===== config.mk =====
export PLATFORM = sky130hd
export DESIGN_NAME = sblc_top
export DESIGN_NICKNAME = d
export VERILOG_FILES = /design/src/rtl/sblc_loop_lock.v /design/src/rtl/sblc_top.v
export VERILOG_INCLUDE_DIRS = /design/src /design/src/rtl
export SDC_FILE = /design/constraint.sdc
export NUM_CORES = 1
export LEC_CHECK = 0
export BUFFER_PORTS_ARGS = -buffer_cell sky130_fd_sc_hd__buf_4
export CAP_MARGIN = 15
export CORE_MARGIN = 2
export CORE_UTILIZATION = 30
export DETAILED_ROUTE_END_ITERATION = 10
export SYNTH_ARGS = -nofsm -noshare
export SYNTH_HDL_FRONTEND = slang
export SYNTH_HIERARCHICAL = 1
export SYNTH_SLANG_ARGS = --single-unit
export TNS_END_PERCENT = 5

===== constraint.sdc =====
create_clock -name core_clk_i -period 2.8 [get_ports core_clk_i]
set_clock_uncertainty 0.05 [all_clocks]
set_input_delay 0.28 -clock core_clk_i [delete_from_list [all_inputs] [get_ports core_clk_i]]
set_output_delay 0.28 -clock core_clk_i [all_outputs]
set_load 0.02 [all_outputs]

===== src/rtl/sblc_consts.vh =====
// Constants for the synthesiser bus and lock control block
`ifndef SBLC_CONSTS_VH
`define SBLC_CONSTS_VH
`define SBLC_TYPE_SLEEP   2'h0
`define SBLC_TYPE_NORMAL  2'h1
`define SBLC_TYPE_SETUP   2'h2
`define SBLC_TYPE_TEST    2'h3
`define SBLC_DUMMY_NIBBLE 4'hF
`define SBLC_WIN_SHORT    7'h50
`define SBLC_WIN_LONG     7'h54
`define SBLC_PREAMBLE_HI  4'hA
`define SBLC_DOUT_SLEEP   8'h0C
`define SBLC_DOUT_RESET   8'h00
`define SBLC_OE_SLEEP     9'h110
`define SBLC_OE_DRIVE     9'h000
`define SBLC_THRESH_RESET 7'h00
`define SBLC_WSEL_B       2'h1
`define SBLC_WSEL_C       2'h2
`define SBLC_WSEL_D       2'h3
`define SBLC_PHASE_WIN    2'h2
`endif


===== src/rtl/sblc_loop_lock.v =====
// Per-loop phase window check with whole-period unlock hold
`timescale 1ns/10ps
module sblc_loop_lock (
  input  wire core_clk_i,
  input  wire rstn_i,
  input  wire ref_edge_i,
  input  wire div_edge_i,
  output reg  lock_o
);
`include "sblc_consts.vh"
  reg [1:0] gap;
  reg       open;
  reg       fail;
  always @(posedge core_clk_i or negedge rstn_i) begin
    if (!rstn_i) begin
      gap  <= 2'h0;
      open <= 1'b0;
      fail <= 1'b0;
      lock_o <= 1'b0;
    end else begin
      if (ref_edge_i ^ div_edge_i) begin
        if (open) begin
          open <= 1'b0;
        end else begin
          open <= 1'b1;
          gap  <= 2'h0;
        end
      end else if (open) begin
        if (gap == `SBLC_PHASE_WIN) begin
          fail <= 1'b1;
        end else begin
          gap <= gap + 2'h1;
        end
      end
      // Result of a comparison period applied at the next reference edge
      if (ref_edge_i) begin
        lock_o <= ~fail & ~(open & (gap == `SBLC_PHASE_WIN));
        fail   <= 1'b0;
      end
    end
  end
endmodule


===== src/rtl/sblc_top.v =====
// Synthesiser bus capture, radio command decode and lock detect filter
`timescale 1ns/10ps
module sblc_top (
  input  wire        core_clk_i,
  input  wire        rstn_i,
  input  wire        bus_serial_clock_i,
  input  wire        serial_data_i,
  input  wire        synth_latch_strobe_i,
  input  wire        cmd_valid_i,
  input  wire [7:0]  cmd_payload_byte_i,
  input  wire [7:0]  cmd_second_byte_i,
  input  wire [7:0]  cmd_third_byte_i,
  input  wire        crystal_reference_clock_i,
  input  wire        main_ref_edge_i,
  input  wire        main_div_edge_i,
  input  wire        aux_ref_edge_i,
  input  wire        aux_div_edge_i,
  input  wire        main_reload_i,
  input  wire        aux_reload_i,
  output reg  [11:0] main_low_modulus_count_o,
  output reg  [7:0]  main_high_modulus_count_o,
  output reg  [2:0]  frac_numerator_o,
  output reg  [7:0]  pump_scale_coeff_o,
  output reg  [3:0]  speedup_int_mult_o,
  output reg  [1:0]  speedup_prop_exp_o,
  output reg  [11:0] aux_vco_divider_o,
  output reg  [11:0] reference_divider_o,
  output reg  [1:0]  main_compare_freq_sel_o,
  output reg         main_standby_bit_o,
  output reg  [1:0]  aux_compare_freq_sel_o,
  output reg         aux_standby_bit_o,
  output reg         frac_denominator_sel_o,
  output reg         long_word_select_o,
  output wire        speedup_active_o,
  output reg         sleep_o,
  output reg         xtal_osc_on_o,
  output reg         clk_out_osc_on_o,
  output reg         mult_default_o,
  output reg  [7:0]  dout_level_o,
  output reg  [8:0]  dout_oe_n_o,
  output reg         dout8_ref_on_o,
  output reg  [7:0]  preamble_o,
  output reg         preamble_valid_o,
  output wire        lock_combined_o
);
`include "sblc_consts.vh"
  // Pin inputs pass two flip-flops
  reg [1:0] clk_sync;
  reg [1:0] dat_sync;
  reg [1:0] stb_sync;
  reg [1:0] xo_sync;
  reg       clk_prev;
  reg       stb_prev;
  reg       xo_prev;
  always @(posedge core_clk_i or negedge rstn_i) begin
    if (!rstn_i) begin
      clk_sync <= 2'h0;
      dat_sync <= 2'h0;
      // Strobe idles high; a low reset value would fake a latch edge
      stb_sync <= 2'h3;
      xo_sync  <= 2'h0;
      clk_prev <= 1'b0;
      stb_prev <= 1'b1;
      xo_prev  <= 1'b0;
    end else begin
      clk_sync <= {clk_sync[0], bus_serial_clock_i};
      dat_sync <= {dat_sync[0], serial_data_i};
      stb_sync <= {stb_sync[0], synth_latch_strobe_i};
      xo_sync  <= {xo_sync[0], crystal_reference_clock_i};
      clk_prev <= clk_sync[1];
      stb_prev <= stb_sync[1];
      xo_prev  <= xo_sync[1];
    end
  end
  wire clk_rise = clk_sync[1] & ~clk_prev;
  wire stb_rise = stb_sync[1] & ~stb_prev;
  wire xo_rise  = xo_sync[1] & ~xo_prev;

  // Keeps the last 34 bits so the long word's scale byte clears the counts
  reg  [33:0] shreg;
  reg  [5:0]  nbits;
  reg         speedup;
  // Pending word B fields
  reg  [7:0]  pend_scale;
  reg  [3:0]  pend_int;
  reg  [1:0]  pend_prop;
  // Channel values waiting for divider reload
  reg  [11:0] stage_low;
  reg  [7:0]  stage_high;
  reg  [2:0]  stage_frac;
  reg  [11:0] stage_aux;
  reg  [11:0] stage_ref;
  wire [1:0]  wsel   = shreg[1:0];
  wire        dummy  = (shreg[3:0] == `SBLC_DUMMY_NIBBLE);
  // A strobe pulse with no bits shifted must not apply the old word again
  wire        fresh  = (nbits != 6'h0);
  always @(posedge core_clk_i or negedge rstn_i) begin
    if (!rstn_i) begin
      shreg <= 34'h0;
      nbits <= 6'h0;
      speedup <= 1'b0;
      pend_scale <= 8'h00;
      pend_int <= 4'h0;
      pend_prop <= 2'h0;
      stage_low <= 12'h003;
      stage_high <= 8'h01;
      stage_frac <= 3'h0;
      stage_aux <= 12'h003;
      stage_ref <= 12'h008;
      main_low_modulus_count_o <= 12'h003;
      main_high_modulus_count_o <= 8'h01;
      frac_numerator_o <= 3'h0;
      pump_scale_coeff_o <= 8'h00;
      speedup_int_mult_o <= 4'h0;
      speedup_prop_exp_o <= 2'h0;
      aux_vco_divider_o <= 12'h003;
      reference_divider_o <= 12'h008;
      main_compare_freq_sel_o <= 2'h0;
      main_standby_bit_o <= 1'b1;
      aux_compare_freq_sel_o <= 2'h0;
      aux_standby_bit_o <= 1'b1;
      frac_denominator_sel_o <= 1'b0;
      long_word_select_o <= 1'b0;
    end else begin
      if (stb_rise) begin
        nbits <= 6'h0;
      end else if (clk_rise && !stb_sync[1]) begin
        shreg <= {shreg[32:0], dat_sync[1]};
        if (nbits != 6'h3F) begin
          nbits <= nbits + 6'h1;
        end
      end
      if (!stb_sync[1]) begin
        speedup <= 1'b0;
      end
      if (stb_rise && !dummy && fresh) begin
        case (wsel)
          2'h0: begin
            speedup <= 1'b1;
            stage_low  <= shreg[25:14];
            stage_high <= shreg[13:6];
            stage_frac <= shreg[5:3];
            pump_scale_coeff_o <= pend_scale;
            speedup_int_mult_o <= pend_int;
            speedup_prop_exp_o <= pend_prop;
            if (long_word_select_o) begin
              pump_scale_coeff_o <= shreg[33:26];
            end
          end
          `SBLC_WSEL_B: begin
            pend_scale <= shreg[23:16];
            pend_int   <= shreg[15:12];
            pend_prop  <= shreg[11:10];
          end
          `SBLC_WSEL_C: begin
            stage_aux <= shreg[25:14];
            stage_ref <= shreg[13:2];
          end
          default: begin
            main_compare_freq_sel_o <= shreg[9:8];
            main_standby_bit_o <= shreg[7];
            aux_compare_freq_sel_o <= shreg[6:5];
            aux_standby_bit_o <= shreg[4];
            frac_denominator_sel_o <= shreg[3];
            long_word_select_o <= shreg[2];
          end
        endcase
      end
      if (main_reload_i) begin
        main_low_modulus_count_o <= stage_low;
        main_high_modulus_count_o <= stage_high;
        frac_numerator_o <= stage_frac;
      end
      if (aux_reload_i) begin
        aux_vco_divider_o <= stage_aux;
      end
      // Shared reference divider takes its new ratio at either loop's reload
      if (main_reload_i | aux_reload_i) begin
        reference_divider_o <= stage_ref;
      end
    end
  end
  assign speedup_active_o = speedup & stb_sync[1];

  // Radio interface command decode
  wire [1:0] ctype   = cmd_second_byte_i[7:6];
  wire       is_norm = cmd_valid_i & (ctype == `SBLC_TYPE_NORMAL);
  wire       is_set  = cmd_valid_i & (ctype == `SBLC_TYPE_SETUP);
  wire       is_slp  = cmd_valid_i & (ctype == `SBLC_TYPE_SLEEP);
  wire       restart = is_set & (cmd_third_byte_i[1:0] == 2'h3);
  reg  [7:0] dout_reg;
  reg        dout8_reg;
  reg  [6:0] lock_thresh;
  reg        win_long;
  always @(posedge core_clk_i or negedge rstn_i) begin
    if (!rstn_i) begin
      sleep_o <= 1'b1;
      xtal_osc_on_o <= 1'b1;
      clk_out_osc_on_o <= 1'b1;
      mult_default_o <= 1'b1;
      dout_reg <= `SBLC_DOUT_RESET;
      dout8_reg <= 1'b0;
      lock_thresh <= `SBLC_THRESH_RESET;
      win_long <= 1'b0;
    end else if (restart) begin
      sleep_o <= 1'b1;
      xtal_osc_on_o <= 1'b1;
      clk_out_osc_on_o <= 1'b1;
      mult_default_o <= 1'b1;
      dout_reg <= `SBLC_DOUT_RESET;
      dout8_reg <= 1'b0;
      lock_thresh <= `SBLC_THRESH_RESET;
      win_long <= 1'b0;
    end else begin
      if (is_slp) begin
        sleep_o <= 1'b1;
      end
      if (is_norm) begin
        sleep_o <= 1'b0;
        dout8_reg <= cmd_third_byte_i[5];
        if (cmd_second_byte_i[2]) begin
          dout_reg <= cmd_payload_byte_i;
        end
        if (cmd_second_byte_i[4]) begin
          lock_thresh <= cmd_payload_byte_i[7:1];
        end
      end
      if (is_set) begin
        xtal_osc_on_o <= cmd_third_byte_i[7];
        clk_out_osc_on_o <= cmd_second_byte_i[0];
        if (cmd_third_byte_i[5]) begin
          win_long <= cmd_payload_byte_i[5];
          mult_default_o <= 1'b0;
        end
      end
    end
  end

  // Output pins; enables are low while driven
  always @* begin
    if (sleep_o) begin
      dout_level_o = `SBLC_DOUT_SLEEP;
      dout_oe_n_o  = `SBLC_OE_SLEEP;
      dout8_ref_on_o = 1'b0;
    end else begin
      dout_level_o = dout_reg;
      dout_oe_n_o  = `SBLC_OE_DRIVE;
      dout8_ref_on_o = dout8_reg;
    end
  end

  // Lock detection per loop
  wire main_lock;
  wire aux_lock;
  sblc_loop_lock u_main_lock (
    .core_clk_i (core_clk_i),
    .rstn_i     (rstn_i),
    .ref_edge_i (main_ref_edge_i & xo_rise),
    .div_edge_i (main_div_edge_i & xo_rise),
    .lock_o     (main_lock)
  );
  sblc_loop_lock u_aux_lock (
    .core_clk_i (core_clk_i),
    .rstn_i     (rstn_i),
    .ref_edge_i (aux_ref_edge_i & xo_rise),
    .div_edge_i (aux_div_edge_i & xo_rise),
    .lock_o     (aux_lock)
  );
  assign lock_combined_o = ~(main_standby_bit_o & aux_standby_bit_o) &
                           (main_standby_bit_o | main_lock) &
                           (aux_standby_bit_o | aux_lock);

  // Filter: sample on every second bus clock rising edge
  reg       half;
  reg [6:0] hi_cnt;
  reg [6:0] win_cnt;
  reg       lock_filt;
  wire [6:0] win_len  = win_long ? `SBLC_WIN_LONG : `SBLC_WIN_SHORT;
  wire       win_last = (win_cnt == win_len - 7'h1);
  always @(posedge core_clk_i or negedge rstn_i) begin
    if (!rstn_i) begin
      half <= 1'b0;
      hi_cnt <= 7'h00;
      win_cnt <= 7'h00;
      lock_filt <= 1'b0;
    end else if (clk_rise) begin
      half <= ~half;
      if (half) begin
        if (win_last) begin
          // Last sample still counts toward the result
          lock_filt <= ({1'b0, hi_cnt} + {7'h00, lock_combined_o}) >
                       {1'b0, lock_thresh};
          hi_cnt <= 7'h00;
          win_cnt <= 7'h00;
        end else begin
          hi_cnt <= hi_cnt + {6'h00, lock_combined_o};
          win_cnt <= win_cnt + 7'h1;
        end
      end
    end
  end

  // Read preamble for normal commands
  always @(posedge core_clk_i or negedge rstn_i) begin
    if (!rstn_i) begin
      preamble_o <= 8'h00;
      preamble_valid_o <= 1'b0;
    end else begin
      preamble_valid_o <= is_norm;
      if (is_norm) begin
        preamble_o <= {`SBLC_PREAMBLE_HI, cmd_third_byte_i[1:0], 1'b0, lock_filt};
      end
    end
  end
endmodule


## Word level (Yosys, flattened, before mapping)

Cells that the tools add are included.

| cells by class | value |
|---|---|
| bitwise logic cells | 35 |
| add/subtract/negate cells | 7 |
| reductions and logical operators | 38 |
| magnitude comparators | 1 |
| eq/ne operators | 16 |
| multiplexer cells | 52 |

Operators by type and width:

| operator | count |
|---|---|
| 8-bit two-way mux | 5 |
| 7-bit two-way mux | 5 |
| 1-bit two-way mux | 29 |
| 2-bit nonzero test | 13 |
| 2-bit AND reduction | 10 |
| 1-bit AND | 19 |
| 6-bit two-way mux | 3 |
| 2-bit two-way mux | 8 |
| 3-bit AND reduction | 5 |
| 1-bit NOT | 11 |
| 2-bit == test (second input constant) | 5 |
| 9-bit two-way mux | 1 |
| 7-bit by 1-bit adder with 8-bit output | 1 |
| 8-bit by 7-bit greater-than comparator with 1-bit output | 1 |
| 2-bit by 1-bit != test with 1-bit output (second input constant) | 4 |
| 7-bit by 1-bit adder with 7-bit output | 1 |
| 7-bit by 1-bit adder with 7-bit output (second input constant) | 1 |
| 7-bit == test | 1 |
| 7-bit by 1-bit subtractor with 7-bit output (second input constant) | 1 |
| 6-bit by 1-bit adder with 6-bit output (second input constant) | 1 |
| 6-bit != test (second input constant) | 1 |
| 6-bit nonzero test | 1 |
| 2-bit by 1-bit adder with 2-bit output (second input constant) | 2 |
| 2-bit by 1-bit == test with 1-bit output (second input constant) | 2 |
| 10 further kinds | 18 |

| word-level totals | value |
|---|---|
| input port bits | 37 |
| register bits after elaboration | 234 |

## Depth between registers and ports, before layout

| depth | value |
|---|---|
| depth after elaboration | 6 |
| gate-level depth with buffers | 11 |

## Cells and area by module

The synthesis kept the hierarchy.

By module, submodules not included:

| module | area an instance (µm²) | times used | cells each |
|---|---|---|---|
| sblc_top | 9158.8 | 1 | 662 |
| sblc_loop_lock | 265.3 | 2 | 23 |

## Worst setup path after synthesis

No wires, ideal clock.

| timing path | value |
|---|---|
| path kind | register to register |
| start | register main_standby_bit_o |
| end | register lock_filt |
| arrival | 2511 ps |
| data required time | 2599 ps |
| stages on the path, launching flop included | 12 |
| library setup time | 151 ps |
| slack | 88 ps |
| period minus slack after synthesis | 2712 ps |
| cells stage by stage | dfstp_2 > o22ai_1 > a21oi_1 > ha_1 > ha_1 > nand3_1 > xnor2_1 > ha_1 > a21oi_1 > nand3_1 > o21ai_0 > a31oi_1 |

| between the ends | value |
|---|---|
| cells in the longest elaborated chain, start to end | 6 |
| elaborated cells between the ends (all ways) | 7 |
| those cells by class | add/sub (1); order compare (1); bitwise (5) |

RTL lines:

| what | RTL line | RTL |
|---|---|---|
| start, declared | sblc_top.v:29 | `output reg main_standby_bit_o,` |
| start signal, assigned | sblc_top.v:161 | `main_standby_bit_o <= shreg[7];` |
| 1-bit AND | sblc_top.v:269 | `assign lock_combined_o = ~(main_standby_bit_o & aux_standby_bit_o) &` |
| 1-bit NOT | sblc_top.v:269 |  |
| 1-bit AND (*) | sblc_top.v:269 |  |
| 1-bit AND (*) | sblc_top.v:270 | `(main_standby_bit_o \| main_lock) &` |
| net lock_combined_o | sblc_top.v:44 | `output wire lock_combined_o` |
| 7-bit by 1-bit adder with 8-bit output (*) | sblc_top.v:291 | `lock_filt <= ({1'b0, hi_cnt} + {7'h00, lock_combined_o}) >` |
| 8-bit by 7-bit greater-than comparator with 1-bit output (*) | sblc_top.v:291 |  |
| end signal, assigned | sblc_top.v:291 |  |
| end, declared | sblc_top.v:277 | `reg lock_filt;` |

Mark *: on every way through the listed nets, which the timed path passes. The rest lies on a longest branch.
A chain may end at the register's enable or synchronous reset.

## Worst setup path after layout

| timing path | value |
|---|---|
| start | register main_standby_bit_o |
| end | register lock_filt |

| between the ends | value |
|---|---|
| cells in the longest elaborated chain, start to end | 6 |
| elaborated cells between the ends (all ways) | 7 |
| those cells by class | add/sub (1); order compare (1); bitwise (5) |

RTL lines:

| what | RTL line |
|---|---|
| 1-bit AND | sblc_top.v:269 |
| 1-bit NOT | sblc_top.v:269 |
| 1-bit AND (*) | sblc_top.v:269 |
| 1-bit AND (*) | sblc_top.v:270 |
| 7-bit by 1-bit adder with 8-bit output (*) | sblc_top.v:291 |
| 8-bit by 7-bit greater-than comparator with 1-bit output (*) | sblc_top.v:291 |

Mark *: on every way between the ends. The rest lies on a longest branch, timed or not.

==> summary.txt <==
Route
  – Residual antenna-violating net count after detailed routing: 0
  – Routed WL: 19200 µm
  – Met3 routed wirelength: 831 µm
  – # DRC: 0
  – Pre-Repair DR Iteration Count: 4
  – Highest routing layer actually used: met4
  – Starting DRC count in detailed routing: approximately 210
  – Vias: 5798
  – Wl on met1: 8940 µm
  – Routed vias/inst: 4.53
  – WL/cell: ~15 µm
  – Routed length on met2: 9080 µm

Final layout
  – Most flops, register: shreg
  – Core Util, Final: 38.2%
  – Final #Nets: 910
  – Number of fillers in the final layout: 3041
  – Antenna diode count: 0
  – Layout cells sized above 1: between 40% and 50%
  – Finished Cell Area: roughly 0.012 mm²
  – Number of flip-flops under the largest register name: 34
  – Synth-to-Final Area Change: 25.1%
  – Most used cells in the layout excluding fill and tap cells: 213 x sky130_fd_sc_hd__dfrtp_1, 137 x sky130_fd_sc_hd__mux2_2, 129 x sky130_fd_sc_hd__buf_4
  – Leading cell type in the layout, fill and taps excluded: sky130_fd_sc_hd__dfrtp_1

Placed design
  – Number of buffer cells added on primary ports: 121
  – Cell Area, Placed: 0.0110 mm²
  – Sum of net half-perimeters after detailed placement: 12700 µm
  – Last weighted congestion value of the routability-driven placer: 0.754

Timing
  – Highest achievable clock rate: a little under 400 MHz
  – Transition at the pin with the smallest max-transition slack: 0.812 ns
  – Clock period minus worst slack: between 2 and 3 ns
  – Final sum of negative setup slack: 0 ns
  – Worst hold slack across all endpoints: 0.0580 ns
  – Final setup fails: 0
  – Worst slew margin relative to its limit: 45.9%
  – Final count of hold timing violations: 0
  – Period Utilization, post-route: 92.5%
  – Final Max Slew Viols: 0

Logic synthesis
  – Post-synthesis sequential element count: between 200 and 250
  – Cell area after synthesis: 0.00969 mm²
  – Top FF cell, synth: sky130_fd_sc_hd__dfrtp_1
  – Post-synth EDFFs: 0
  – Fraction of registers with async set/reset: 100%
  – Gate Count Post-Synth: 708
  – Average instance area after synthesis: 13.7 µm²
  – Yosys cell types: 51
  – Number of warning messages in the yosys log: 6
  – Post-synthesis sequential area ratio: 60.7%

Clock tree
  – Buffers inserted by post-CTS timing repair: 0
  – Clock Pin Slew Worst Setup and Hold Paths: around 0.060 ns
  – Root buffer selected by CTS: sky130_fd_sc_hd__clkbuf_16
  – Num Clock Sinks: 234
  – Clock latency on the worst-skew pair: 0.52 ns
  – Clock tree from TritonCTS: built
  – Buffers from clock root to sink, at most: 3
  – Number of buffers created by CTS: 26
  – Number of levels in the clock H-tree: 1

Power and ir drop
  – Worst voltage drop across the vdd grid: 355 µV
  – Leakage Power: 5.99 nW
  – Power density over the cells: 741 mW/mm²
  – Power, Total: between 8 and 9 mW

Floorplanning
  – Die Footprint: 0.0338 mm²
  – Number of top-level design ports: 139
  – Height of the die: approximately 180 µm
  – Core region area: about 0.032 mm²
  – Chip Width: around 180 µm
  – Effective utilization at floorplan: 30.5%
  – Total number of placement rows: 65

GRT
  – Leftover overflow at the end of global routing: 0
  – Maximum number of pins on one net before global-route repair: 80
  – Vias in the first global route: 5986
  – GR Util All Layers: between 10% and 20%
  – First-pass GRT wire length: 31500 µm
  – Number of antenna violations at the first check in global routing: 0

Setup path
  – Kind of capture point of the worst setup path: register
  – Req. time, crit path: 3.11 ns
  – Maximum fanout along the worst path: 5
  – Worst Setup Path Type: register to register
  – Startpoint type of the worst setup path: register
  – Worst path arrival time: 2.90 ns
  – R2r setup slk: 0.21 ns

Status
  – Result of the run: completed

Job
  – Maximum Capacitance Violations: 0

Min path
  – Worst min-delay path category: input pin to register
worst paths after layout:
check / startpoint / endpoint / cells past startpoint
worst min-delay path: cmd_second_byte_i[7] / sleep_o$_DFFE_PN1P_ / 4
max in group asynchronous: rstn_i / aux_vco_divider_o[1]$_DFFE_PN1P_ / 3
worst max register to register: main_standby_bit_o$_DFFE_PN1P_ / lock_filt$_DFFE_PN0P_ / 12
worst max-delay path: main_standby_bit_o$_DFFE_PN1P_ / lock_filt$_DFFE_PN0P_ / 12
min in group asynchronous: rstn_i / xo_sync[1]$_DFF_PN0_ / 2
worst min register to register: clk_sync[0]$_DFF_PN0_ / clk_sync[1]$_DFF_PN0_ / 0
metal layers:
metal | track usage, % | up-vias
met4 | 3.17 | 0
met5 | 0 | -
li1 | - | 2771
met1 | 15.5 | 2916
met2 | 18.6 | 88
met3 | 2.42 | 23
critical path, cell delays in order, from the launching register on:
cell	delay, ns
sky130_fd_sc_hd__dfstp_2	0.55
sky130_fd_sc_hd__o22ai_1	0.07
sky130_fd_sc_hd__a21oi_1	0.11
sky130_fd_sc_hd__buf_4	0.14
sky130_fd_sc_hd__ha_1	0.18
sky130_fd_sc_hd__ha_2	0.21
sky130_fd_sc_hd__nand3_1	0.13
sky130_fd_sc_hd__xnor2_2	0.17
sky130_fd_sc_hd__ha_1	0.33
sky130_fd_sc_hd__a21oi_1	0.15
sky130_fd_sc_hd__nand3_1	0.09
sky130_fd_sc_hd__o21ai_0	0.15
sky130_fd_sc_hd__a31oi_1	0.10
through the flow:
| step | std cells | setup WS [ns] |
|---|---|---|
| 6_report | 1279 | 0.210 |
| 5_1_grt | 1279 | -0.0129 |
| 4_1_cts | 1279 | 0.158 |
| 3_5_place_dp | 1212 | 0.169 |
| 3_3_place_gp | 1212 | 0.188 |
| 2_1_floorplan | 717 | 0.0882 |
timing repair:
item / 4_1_cts / 5_1_grt
endpoints found under the setup margin: 0 / 1
hold buffers: 19 / 0
hold endpoints to repair: 87 / 0
gates resized for setup: 0 / 2
cell usage after synthesis (10+ instances only):
| library cell | n | share of area, % |
|---|---|---|
| sky130_fd_sc_hd__dfstp_2 | 21 | 5.7 |
| sky130_fd_sc_hd__ha_1 | 16 | 2.1 |
| sky130_fd_sc_hd__nand2_1 | 57 | 2.2 |
| sky130_fd_sc_hd__a21oi_1 | 28 | 1.4 |
| sky130_fd_sc_hd__buf_4 | 14 | 1.1 |
| sky130_fd_sc_hd__nor2b_1 | 12 | 0.77 |
| sky130_fd_sc_hd__nand3_1 | 19 | 0.98 |
| sky130_fd_sc_hd__dfrtp_1 | 213 | 55 |
| sky130_fd_sc_hd__inv_1 | 20 | 0.77 |
| sky130_fd_sc_hd__clkbuf_1 | 11 | 0.43 |
| sky130_fd_sc_hd__mux2i_1 | 10 | 1.0 |
| sky130_fd_sc_hd__o21ai_0 | 14 | 0.72 |
| sky130_fd_sc_hd__nor2_1 | 10 | 0.39 |
| sky130_fd_sc_hd__mux2_2 | 137 | 16 |
| sky130_fd_sc_hd__mux2_4 | 23 | 3.6 |
cell families (layout without fill, tap and decap cells):
group	count (synthesis)	after routing	synth area share, %
xor+xnor	11	11	0.994
flops	234	234	60.7
simple gates	145	145	7.77
fa+ha+maj	16	16	2.07
buf+inv	60	220	3.34
other cells	1	10	0.0387
compound gates	71	71	4.56
mux	170	170	20.5
area by class of cell:
cell class              count  area, µm²  share of cell area, %
flip-flops and latches    234       5880                   48.5
multi-input cells         423       3530                   29.2
repair buffers            152       1230                   10.2
clock buffers              43        816                   6.73
well taps                 402        503                   4.15
clock inverters             5       77.6                  0.640
inverters                  20       75.1                  0.619
power breakdown:
part	internal, mW	switching, mW
Clock	2.16	1.31
Combinational	0.714	0.669
Sequential	3.77	0.349
No activity file was read; power rests on OpenSTA's default activity.
